**config.mk**
```make
export PLATFORM = sky130hd
export DESIGN_NAME = pec_top
export DESIGN_NICKNAME = d
export VERILOG_FILES = /design/src/hw/pec_pkg.sv /design/src/hw/pec_edge_if.sv /design/src/hw/pec_edge_detect.sv /design/src/hw/pec_top.sv
export SDC_FILE = /design/constraint.sdc
export NUM_CORES = 1
export LEC_CHECK = 0
export ABC_AREA = 1
export BUFFER_PORTS_ARGS = -buffer_cell sky130_fd_sc_hd__buf_2
export CAP_MARGIN = 5
export CORE_MARGIN = 8
export CORE_UTILIZATION = 40
export DETAILED_ROUTE_END_ITERATION = 10
export PLACE_DENSITY_LB_ADDON = 0.25
export SLEW_MARGIN = 10
export SYNTH_ARGS = -nofsm -noshare
export SYNTH_HDL_FRONTEND = slang
export SYNTH_HIERARCHICAL = 1
export SYNTH_SLANG_ARGS = --single-unit
export TNS_END_PERCENT = 5
```
**constraint.sdc**
```tcl
create_clock -name clk_i -period 3.6 [get_ports clk_i]
set_input_delay 0.9 -clock clk_i [delete_from_list [all_inputs] [get_ports clk_i]]
set_output_delay 0.9 -clock clk_i [all_outputs]
set_load 0.005 [all_outputs]
```
**src/hw/pec_pkg.sv**
```systemverilog
// constants and types of the pin edge change interrupt block
// assumes a 32-bit avalon-mm slave port with byte addresses
package pec_pkg;

	localparam int unsigned PINS   = 8;
	localparam int unsigned ADDR_W = 5;
	localparam int unsigned DATA_W = 32;

	localparam logic [4:0] OFF_RISE_EN  = 5'h00;
	localparam logic [4:0] OFF_FALL_EN  = 5'h04;
	localparam logic [4:0] OFF_FLAGS    = 5'h08;
	localparam logic [4:0] OFF_CTRL     = 5'h0c;
	localparam logic [4:0] OFF_IRQ_STAT = 5'h10;
	localparam logic [4:0] OFF_IRQ_MASK = 5'h14;

	localparam int unsigned CTRL_MEN_BIT = 0;
	localparam int unsigned CTRL_SUM_BIT = 1;
	localparam int unsigned STAT_CHG_BIT  = 0;
	localparam int unsigned STAT_WAKE_BIT = 1;

	localparam logic [7:0] RST_RISE_EN  = 8'h00;
	localparam logic [7:0] RST_FALL_EN  = 8'h00;
	localparam logic [7:0] RST_FLAGS    = 8'h00;
	localparam logic       RST_MEN      = 1'h0;
	localparam logic [1:0] RST_IRQ_STAT = 2'h0;
	localparam logic [1:0] RST_IRQ_MASK = 2'h0;
	localparam logic [31:0] RD_ZERO     = 32'h0000_0000;

	typedef enum logic [1:0] {
		BUS_IDLE = 2'b01,
		BUS_ACK  = 2'b10
	} pec_bus_state_t;

endpackage

```
**src/hw/pec_edge_if.sv**
```systemverilog
// enables toward and edge events from the per-pin detector
// assumes both ends sit in the clk_i domain
`timescale 1ns/100ps
`default_nettype none
interface pec_edge_if;
	logic [7:0] rise_en;
	logic [7:0] fall_en;
	logic [7:0] rise_ev;
	logic [7:0] fall_ev;

	modport ctrl (
		output rise_en,
		output fall_en,
		input  rise_ev,
		input  fall_ev
	);

	modport det (
		input  rise_en,
		input  fall_en,
		output rise_ev,
		output fall_ev
	);
endinterface
`default_nettype wire

```
**src/hw/pec_edge_detect.sv**
```systemverilog
// per-pin synchroniser and rising / falling edge detectors
// assumes pins are asynchronous to clk_i; events are one-cycle pulses
`timescale 1ns/100ps
`default_nettype none
module pec_edge_detect (
	input  wire logic       clk_i,
	input  wire logic       rst_n_i,
	input  wire logic [7:0] pins_i,
	pec_edge_if.det         edge_if
);

	logic [7:0] meta_q;
	logic [7:0] sync_q;
	logic [7:0] prev_q;

	genvar g;
	generate
		for (g = 0; g < pec_pkg::PINS; g++) begin : g_pin
			// meta_q feeds sync_q only
			always_ff @(posedge clk_i or negedge rst_n_i) begin
				if (!rst_n_i) begin
					meta_q[g] <= 1'b0;
					sync_q[g] <= 1'b0;
					prev_q[g] <= 1'b0;
				end else begin
					meta_q[g] <= pins_i[g]; // RULE_14
					sync_q[g] <= meta_q[g];
					prev_q[g] <= sync_q[g];
				end
			end
			// both detectors are independent, so either may fire per pin
			assign edge_if.rise_ev[g] = sync_q[g] & ~prev_q[g] & edge_if.rise_en[g]; // RULE_01
			assign edge_if.fall_ev[g] = ~sync_q[g] & prev_q[g] & edge_if.fall_en[g]; // RULE_02
		end
	endgenerate
endmodule
`default_nettype wire

```
**src/hw/pec_top.sv**
```systemverilog
// pin edge change interrupt: registers, flags, interrupt and wake logic
// assumes an avalon-mm master on clk_i and pins from outside the chip
`timescale 1ns/100ps
`default_nettype none

// What this block does
// [RULE_01] Each pin has its own rising detector, live only while its rise enable bit is one.
// [RULE_02] Each pin's falling detector is live only while its fall enable bit is one.
// [RULE_03] With both enable bits set a pin catches edges of either direction.
// [RULE_04] An enabled edge sets the pin's sticky flag; an interrupt is asked only under the master enable. change_irq_o and wake_o are gated; irq_o is not.
// [RULE_05] The summary flag is the OR of the eight pin flags with no storage of its own.
// [RULE_06] Software clears flags by writing zeros, but an edge in the same cycle leaves its flag set.
// [RULE_07] Software should clear flags by AND-ing out only the bits it has already seen.
// [RULE_08] An enabled edge during sleep asks for wake-up when the master enable is one.
// [RULE_09] An edge caught in sleep is in the flag register before the core runs again.
// [RULE_10] The rise enable register is eight read/write bits, one per pin, reset to zero.
// [RULE_11] The fall enable register is eight read/write bits, one per pin, reset to zero.
// [RULE_12] The flag register is eight read/write bits set by hardware, reset to zero.
// [RULE_13] Detection and flag setting go on with the master enable off; only the request stops.
// [RULE_14] Each pin is synchronised and an edge is found by comparing successive samples.
module pec_top (
	input  wire logic        clk_i,
	input  wire logic        rst_n_i,
	input  wire logic [4:0]  avm_address_i,
	input  wire logic        avm_read_i,
	input  wire logic        avm_write_i,
	input  wire logic [31:0] avm_writedata_i,
	input  wire logic [3:0]  avm_byteenable_i,
	output logic      [31:0] avm_readdata_o,
	output logic             avm_waitrequest_o,
	input  wire logic [7:0]  watched_pin_i,
	input  wire logic        sleep_i,
	output logic             change_irq_o,
	output logic             wake_o,
	output logic             irq_o
);

	pec_edge_if edge_if ();

	pec_pkg::pec_bus_state_t state_q;
	logic [31:0]             rdata_q;
	logic                    wait_q;
	logic [7:0]              rise_en_q;
	logic [7:0]              fall_en_q;
	logic [7:0]              flags_q;
	logic [7:0]              flags_d;
	logic                    men_q;
	logic [1:0]              stat_q;
	logic [1:0]              stat_d;
	logic [1:0]              mask_q;
	logic                    chg_irq_q;
	logic                    wake_q;
	logic                    irq_q;
	logic [7:0]              edge_ev;
	logic                    summary;
	logic                    req;
	logic                    ack;
	logic                    wr_lane0;
	logic [31:0]             rd_mux;

	pec_edge_detect u_detect (
		.clk_i   (clk_i),
		.rst_n_i (rst_n_i),
		.pins_i  (watched_pin_i),
		.edge_if (edge_if)
	);

	assign edge_if.rise_en = rise_en_q;
	assign edge_if.fall_en = fall_en_q;
	assign edge_ev         = edge_if.rise_ev | edge_if.fall_ev; // RULE_03

	// summary is pure logic over the flags so it can never disagree with them
	assign summary = |flags_q; // RULE_05

	// bus handshake: one wait cycle, answer in the second
	assign req      = avm_read_i | avm_write_i;
	assign ack      = (state_q == pec_pkg::BUS_ACK);
	assign wr_lane0 = avm_write_i & ack & avm_byteenable_i[0];

	always_ff @(posedge clk_i or negedge rst_n_i) begin
		if (!rst_n_i) begin
			state_q <= pec_pkg::BUS_IDLE;
		end else begin
			unique case (state_q)
				pec_pkg::BUS_IDLE: begin
					if (req) begin
						state_q <= pec_pkg::BUS_ACK;
					end
				end
				pec_pkg::BUS_ACK: begin
					state_q <= pec_pkg::BUS_IDLE;
				end
				default: begin
					state_q <= pec_pkg::BUS_IDLE;
				end
			endcase
		end
	end

	always_ff @(posedge clk_i or negedge rst_n_i) begin
		if (!rst_n_i) begin
			wait_q <= 1'b1;
		end else begin
			wait_q <= !((state_q == pec_pkg::BUS_IDLE) && req);
		end
	end

	always_comb begin
		rd_mux = pec_pkg::RD_ZERO;
		unique case (avm_address_i)
			pec_pkg::OFF_RISE_EN: begin
				rd_mux[7:0] = rise_en_q;
			end
			pec_pkg::OFF_FALL_EN: begin
				rd_mux[7:0] = fall_en_q;
			end
			pec_pkg::OFF_FLAGS: begin
				rd_mux[7:0] = flags_q;
			end
			pec_pkg::OFF_CTRL: begin
				rd_mux[pec_pkg::CTRL_MEN_BIT] = men_q;
				rd_mux[pec_pkg::CTRL_SUM_BIT] = summary; // RULE_05
			end
			pec_pkg::OFF_IRQ_STAT: begin
				rd_mux[1:0] = stat_q;
			end
			pec_pkg::OFF_IRQ_MASK: begin
				rd_mux[1:0] = mask_q;
			end
			default: begin
				rd_mux = pec_pkg::RD_ZERO;
			end
		endcase
	end

	// read data is captured as the wait cycle ends and stands through the answer
	always_ff @(posedge clk_i or negedge rst_n_i) begin
		if (!rst_n_i) begin
			rdata_q <= pec_pkg::RD_ZERO;
		end else if ((state_q == pec_pkg::BUS_IDLE) && avm_read_i) begin
			rdata_q <= rd_mux;
		end
	end

	always_ff @(posedge clk_i or negedge rst_n_i) begin
		if (!rst_n_i) begin
			rise_en_q <= pec_pkg::RST_RISE_EN;
		end else if (wr_lane0 && (avm_address_i == pec_pkg::OFF_RISE_EN)) begin
			rise_en_q <= avm_writedata_i[7:0]; // RULE_10
		end
	end

	always_ff @(posedge clk_i or negedge rst_n_i) begin
		if (!rst_n_i) begin
			fall_en_q <= pec_pkg::RST_FALL_EN;
		end else if (wr_lane0 && (avm_address_i == pec_pkg::OFF_FALL_EN)) begin
			fall_en_q <= avm_writedata_i[7:0]; // RULE_11
		end
	end

	always_ff @(posedge clk_i or negedge rst_n_i) begin
		if (!rst_n_i) begin
			men_q <= pec_pkg::RST_MEN;
		end else if (wr_lane0 && (avm_address_i == pec_pkg::OFF_CTRL)) begin
			men_q <= avm_writedata_i[pec_pkg::CTRL_MEN_BIT];
		end
	end

	// a plain write can also set flags; software is expected to and-mask instead
	always_comb begin
		flags_d = flags_q;
		if (wr_lane0 && (avm_address_i == pec_pkg::OFF_FLAGS)) begin
			flags_d = avm_writedata_i[7:0]; // RULE_12 RULE_07
		end
		// set beats clear so an edge during the write is never lost
		flags_d = flags_d | edge_ev; // RULE_06 RULE_04 RULE_13
	end

	always_ff @(posedge clk_i or negedge rst_n_i) begin
		if (!rst_n_i) begin
			flags_q <= pec_pkg::RST_FLAGS;
		end else begin
			flags_q <= flags_d; // RULE_12 RULE_09
		end
	end

	// request follows the same-cycle flags and enable, one flop late only
	always_ff @(posedge clk_i or negedge rst_n_i) begin
		if (!rst_n_i) begin
			chg_irq_q <= 1'b0;
		end else begin
			chg_irq_q <= (|flags_d) & ((wr_lane0 && (avm_address_i == pec_pkg::OFF_CTRL))
				? avm_writedata_i[pec_pkg::CTRL_MEN_BIT] : men_q); // RULE_04
		end
	end

	// wake is a level while asleep; the flag is written on the same edge
	always_ff @(posedge clk_i or negedge rst_n_i) begin
		if (!rst_n_i) begin
			wake_q <= 1'b0;
		end else if (!sleep_i) begin
			wake_q <= 1'b0;
		end else if ((|edge_ev) && men_q) begin
			wake_q <= 1'b1; // RULE_08 RULE_09
		end
	end

	always_comb begin
		stat_d = stat_q;
		if (wr_lane0 && (avm_address_i == pec_pkg::OFF_IRQ_STAT)) begin
			stat_d = stat_q & ~avm_writedata_i[1:0];
		end
		stat_d[pec_pkg::STAT_CHG_BIT]  = stat_d[pec_pkg::STAT_CHG_BIT] | (|edge_ev);
		stat_d[pec_pkg::STAT_WAKE_BIT] = stat_d[pec_pkg::STAT_WAKE_BIT]
			| (sleep_i & (|edge_ev) & men_q);
	end

	always_ff @(posedge clk_i or negedge rst_n_i) begin
		if (!rst_n_i) begin
			stat_q <= pec_pkg::RST_IRQ_STAT;
		end else begin
			stat_q <= stat_d;
		end
	end

	always_ff @(posedge clk_i or negedge rst_n_i) begin
		if (!rst_n_i) begin
			mask_q <= pec_pkg::RST_IRQ_MASK;
		end else if (wr_lane0 && (avm_address_i == pec_pkg::OFF_IRQ_MASK)) begin
			mask_q <= avm_writedata_i[1:0];
		end
	end

	// mask is compared with the current value, so irq_o trails a mask write by one
	always_ff @(posedge clk_i or negedge rst_n_i) begin
		if (!rst_n_i) begin
			irq_q <= 1'b0;
		end else begin
			irq_q <= |(stat_d & mask_q);
		end
	end

	assign avm_readdata_o    = rdata_q;
	assign avm_waitrequest_o = wait_q;
	assign change_irq_o      = chg_irq_q;
	assign wake_o            = wake_q;
	assign irq_o             = irq_q;
endmodule
`default_nettype wire

```
==> out/metrics.cfg, run 1 <==
[run_status]
status=completed

[drt]
via_per_inst=4.57
drcViolationCount=0
routed_wirelength_um=6410
first_pass_iters=4
antenna_left=0
dr_total_vias=2186
wl_per_cell_um=13.4
drtIter0Drc=156

[clock_tree]
path_clk_slew_ns=0.07
hold_buffers=0
clock_latency_ns=0.34
cts.sinks=67
cts_root_buffer=clkbuf_8
clk_path_buf_depth=2
cts-buffers-inserted=9
cts_tree=done
post_cts_resize_count=0
cts_max_level=3
post_cts_buffers=0

[worst_setup_path]
rr_endpoint=edge_if.rise_en[0]
path_max_fanout=16
crit_type=input pin to register
rrSetupSlack_ns=1.87
startpoint_type=input pin
r2r_start=state_q[0]
crit_arrival_ns=2.24
cp.buffers_inverters=1
crit_chain=buf_2 -> nor4_4 -> nand2_4 -> nand2_1 -> o21ai_2
worst_setup_path_end_kind=register
crit_family=simple AND/OR/NAND/NOR gates
rr_worst_depth=6
cp.required_ns=3.83
slowest_stage=nor4_4
cp_slowest_stage_delay_ns=0.65

[pwr]
power_w=0.00181
p_per_area_mw_per_mm2=526
peakVddDrop_v=0.000185
leakagePower_nw=1.72

[yosys]
synth_seq_cells=67
avgSynthCellArea_um2=9.18
synth_cell_types=31
synth_area_mm2=0.00302
async_reset_ff_share_pct=100
synth_top_area_share_pct=53.9
synth_edf_count=0
yosys_most_used_dff=dfrtp_1
yosysSeqAreaShare_pct=55.6
synth_cells=329
synth_top_area_cell=dfrtp_1
ys_warn_count=6
synthTopCellsByArea=dfrtp_1 (54%), nand2_1 (10%), buf_4 (6.2%)

[floorplanning]
dieWidth_um=103
core_mm2=0.00729
start_util_pct=41.4
die_h_um=103
dieArea_mm2=0.0106
placementRows=31
io_pins=90

[finish]
fin_nets=428
n_antenna_cell=0
drive_gt1_share_pct=22.4
final_cell_area_mm2=0.00344
seqCellArea_mm2=0.00168
area_growth_pct=13.9
n_fill_cell=725
multi_input_area_mm2=0.00111

[hold_path]
holdPathStages=0
hold_path.class=register to register
hp-start=u_detect/meta_q[2]
hold_end=u_detect/sync_q[2]

[placed_design]
place_area_mm2=0.00322
gp_congestion=0.791
portBuffers=38
place_worst_setup_slack_ns=1.21
hpwl_um=4610

[timing]
fin_hold_ws_ns=0.349
worst_slew_pin_slew_ns=0.836
period_share_pct=55.9
skew_ns=0.00778
finalCriticalPeriod_ns=2.01
slew_violations=0
rsz0062_at_grt=no
final_hold_viol_count=0
max_slew_margin_pct=44.3
fmax_ghz=0.497
finalSetupViolCount=0
fin_setup_tns_ns=0
timing.final.ws_setup_ns=1.59

[grt]
grt_usage_pct=13.1
grt_pass1_vias=2146
grt_max_degree=68
antenna_found_initial=0
grt_pass1_wl_um=10500
overflow=0

[flow_run]
maxCapViolCount=0

through the flow:
step,utilization [%],std cells
final,47.2,478
after global routing,47.2,478
after CTS,47.2,478
after detailed placement,44.1,462
after global placement,44.1,462
after floorplan,-,352
layout make-up:
cell class	count	area share, %
clock buffer	11	4.11
clock inverter	5	2.26
inverter	29	3.17
multi-input combinational	228	32.3
sequential	67	48.8
tap	99	3.60
timing repair buffer	39	5.75
worst max path at each step:
stage,start,to,slack [ns],depth (start not counted)
3_5_place_dp,avm_address_i[4],edge_if.fall_en[7],1.21,5
4_1_cts,avm_address_i[4],edge_if.fall_en[7],1.59,5
6_report,avm_address_i[4],edge_if.fall_en[7],1.59,5
5_1_grt,avm_address_i[1],edge_if.rise_en[5],1.41,7
3_3_place_gp,avm_address_i[4],edge_if.fall_en[7],1.23,5
2_1_floorplan,avm_address_i[1],change_irq_o,1.67,10
worst register-to-register path, delay by kind of cell, from the launching register on:
family          cells  cell delay, ns
simple gates        4            1.06
flops               1            0.36
compound gates      1            0.10
buf+inv             1            0.07
cell usage in the layout (no fill, tap or decap), drive strengths merged:
master,instances
o21a,1
clkinvlp,1
a21oi,8
clkbuf,11
clkinv,2
dfstp,2
nand2,87
o211ai,1
nor3,3
nor4,1
conb,24
nand3b,2
nand4,5
nand3,22
bufinv,2
o21ai,35
or2,2
o22ai,1
nor2,36
inv,29
dfrtp,65
buf,39
where the power goes:
part / total (W) / switching (W) / internal [W]
registers: 0.000892 / 0.0000471 / 0.000845
clock network: 0.000685 / 0.000278 / 0.000407
logic: 0.000230 / 0.000152 / 0.0000784
total: 0.00181 / 0.000477 / 0.00133
layer usage:
metal  part of all wire, %  GRT usage [%]
met4                   2.3           8.01
met1                    47           17.4
met2                    43           19.0
met5                     0              0
met3                   8.2           2.90
synthesized netlist by cell type (2+ instances only):
| library cell | instances |
|---|---|
| nor2_1 | 31 |
| nand2_2 | 3 |
| nand2_4 | 2 |
| o21ai_0 | 27 |
| o21ai_2 | 8 |
| inv_2 | 3 |
| nand3_1 | 19 |
| dfstp_2 | 2 |
| buf_4 | 25 |
| nand2_1 | 82 |
| nand3_2 | 2 |
| nor2_4 | 4 |
| inv_1 | 26 |
| a21oi_1 | 8 |
| nor3_1 | 2 |
| dfrtp_1 | 65 |
| nand4_1 | 5 |
| or2_2 | 2 |
flip-flops by register name, summed over array words and instances (netlist names):
name	cells
change_irq_o	1
edge_if.fall_en	8
wake_o	1
avm_waitrequest_o	1
edge_if.rise_en	8
u_detect/meta_q	8
irq_o	1
flags_q	8
avm_readdata_o	8
u_detect/sync_q	8
mask_q	2
men_q	1
state_q	2
u_detect/prev_q	8
stat_q	2
kinds of logic after synthesis:
group / after synthesis / synth area share (%)
AO/OA/AOI/OAI: 46 / 8.83
buffers and inverters: 57 / 10.5
other: 1 / 0.124
AND/OR/NAND/NOR: 158 / 24.9
flip-flops: 67 / 55.6
(Power assumes the default switching activity.)
==> inputs of run 2 (changes only) <==
Clock period 3.6 ns to 2.1 ns, I/O delays scaled along.
==> run 2 against run 1 <==
  * Clock power rose by 34%
  * Power is 57% higher
  * Clock skew is essentially flat
  * Global-route usage about the same
  * Core utilization hardly changed
  * Sequential share of layout area about the same
  * Register-to-register slack got worse by 1.4 ns
  * Flip-flop and latch count unchanged
  * Largest power group unchanged
==> out/metrics.cfg, run 2 (synthesis results as in run 1) <==
[run_status]
status=completed

[drt]
first_pass_iters=4
m1WireLength_um=2750
drtIter0Drc=112
drcViolationCount=0
antenna_left=0
dr.max_layer_used=met4
dr_total_vias=2275
routed_wirelength_um=6330
wl_met2_um=2850
via_per_inst=4.70
wl_per_cell_um=13.1
dr_wl_met3_um=644

[placed_design]
portBuffers=38
post-place-cells=468
gp_congestion=0.814
place_area_mm2=0.00328
hpwl_um=4720

[grt]
antenna_found_initial=0
grt_pass1_vias=2177
overflow=0
grt_usage_pct=13.1
grt_max_degree=68
grt_pass1_wl_um=10400

[timing]
period_share_pct=79.2
slew_violations=0
final_hold_viol_count=0
fmax_ghz=0.601
finalCriticalPeriod_ns=1.66
finalSetupViolCount=0
fin_setup_tns_ns=0
rsz0062_at_grt=no
skew_ns=0.00803

[worst_setup_path]
critPathLaunch=edge_if.fall_en[5]
crit_type=register to register
cp.required_ns=2.33
startpoint_type=register
r2r_start=edge_if.fall_en[5]
worst_setup_path_end_kind=register
rr_endpoint=irq_o
rr_worst_depth=9
rrSetupSlack_ns=0.44
path_max_fanout=3
crit_end=irq_o
crit_arrival_ns=1.90

[clock_tree]
cts.sinks=67
cts_max_level=3
cts_root_buffer=clkbuf_8
path_clk_slew_ns=0.07
cts_tree=done
cts-buffers-inserted=9
hold_buffers=0
post_cts_buffers=0
clk_path_buf_depth=2
post_cts_resize_count=0
clock_latency_ns=0.34

[finish]
fin_nets=434
drive_gt1_share_pct=23.1
stdcell_count=484
final_cell_area_mm2=0.00344
area_growth_pct=14.0
final_common_cell=nand2_1
n_antenna_cell=0
mostFrequentLayoutCells=nand2_1 (82), dfrtp_1 (65), buf_2 (38)
n_fill_cell=726

[flow_run]
maxCapViolCount=0

[hold_path]
hold_path.class=input pin to asynchronous set/reset pin

[floorplanning]
dieWidth_um=103
io_pins=90
core_mm2=0.00729
die_h_um=103
start_util_pct=41.4
placementRows=31
dieArea_mm2=0.0106

[pwr]
peakVddDrop_v=0.000370
leakagePower_nw=1.74
p_per_area_mw_per_mm2=827

run 2: metal layers:
metal / GRT usage [%] / up-vias
li1: - / 1110
met4: 5.90 / 0
met3: 4.79 / 6
met5: 0 / -
met1: 16.3 / 1064
met2: 19.7 / 95
run 2: worst max-delay path, stage by stage, from the launching register on:
cell and delay (ns):
dfrtp_1 0.42, nand2_1 0.08, nor2_1 0.03, or2_2 0.31, nor3_1 0.34, nand2_1 0.10
nand3_1 0.10, nand2_1 0.07, nand2_1 0.06, nand2_1 0.05
run 2: final cells by class:
type	count	area, um2	share of cell area, %
sequential	67	1680	48.8
multi-input combinational	228	1110	32.3
timing repair buffer	45	255	7.42
clock buffer	13	149	4.33
tap	99	124	3.60
inverter	29	109	3.16
clock inverter	3	15.0	0.436
run 2: worst min path at each step:
stage	start	to	slack (ns)	cells past startpoint
CTS	rst_n_i	u_detect/prev_q[3]	0.20	2
finish	rst_n_i	u_detect/sync_q[4]	0.20	2
detailed placement	u_detect/meta_q[1]	u_detect/sync_q[1]	0.33	0
floorplan	rst_n_i	avm_readdata_o[0]	0.23	0
global route	rst_n_i	u_detect/meta_q[3]	0.22	2
global placement	u_detect/meta_q[6]	u_detect/sync_q[6]	0.33	0
run 2: where the power goes:
part | total, W | switching, W | internal, W
registers | 0.00153 | 0.0000795 | 0.00145
clock network | 0.000917 | 0.000461 | 0.000456
logic | 0.000399 | 0.000258 | 0.000141
run 2: per-stage QoR:
| step | worst slack [ns] | power (W) | hold slack, ns | util, % |
|---|---|---|---|---|
| detailed placement | 0.273 | 0.00196 | 0.335 | 44.9 |
| CTS | 0.390 | 0.00288 | 0.204 | 47.2 |
| finish | 0.437 | 0.00285 | 0.196 | 47.2 |
| floorplan | 0.543 | 0.00181 | 0.229 | - |
| global placement | 0.276 | 0.00194 | 0.333 | 44.9 |
| global route | 0.302 | 0.00302 | 0.216 | 47.2 |
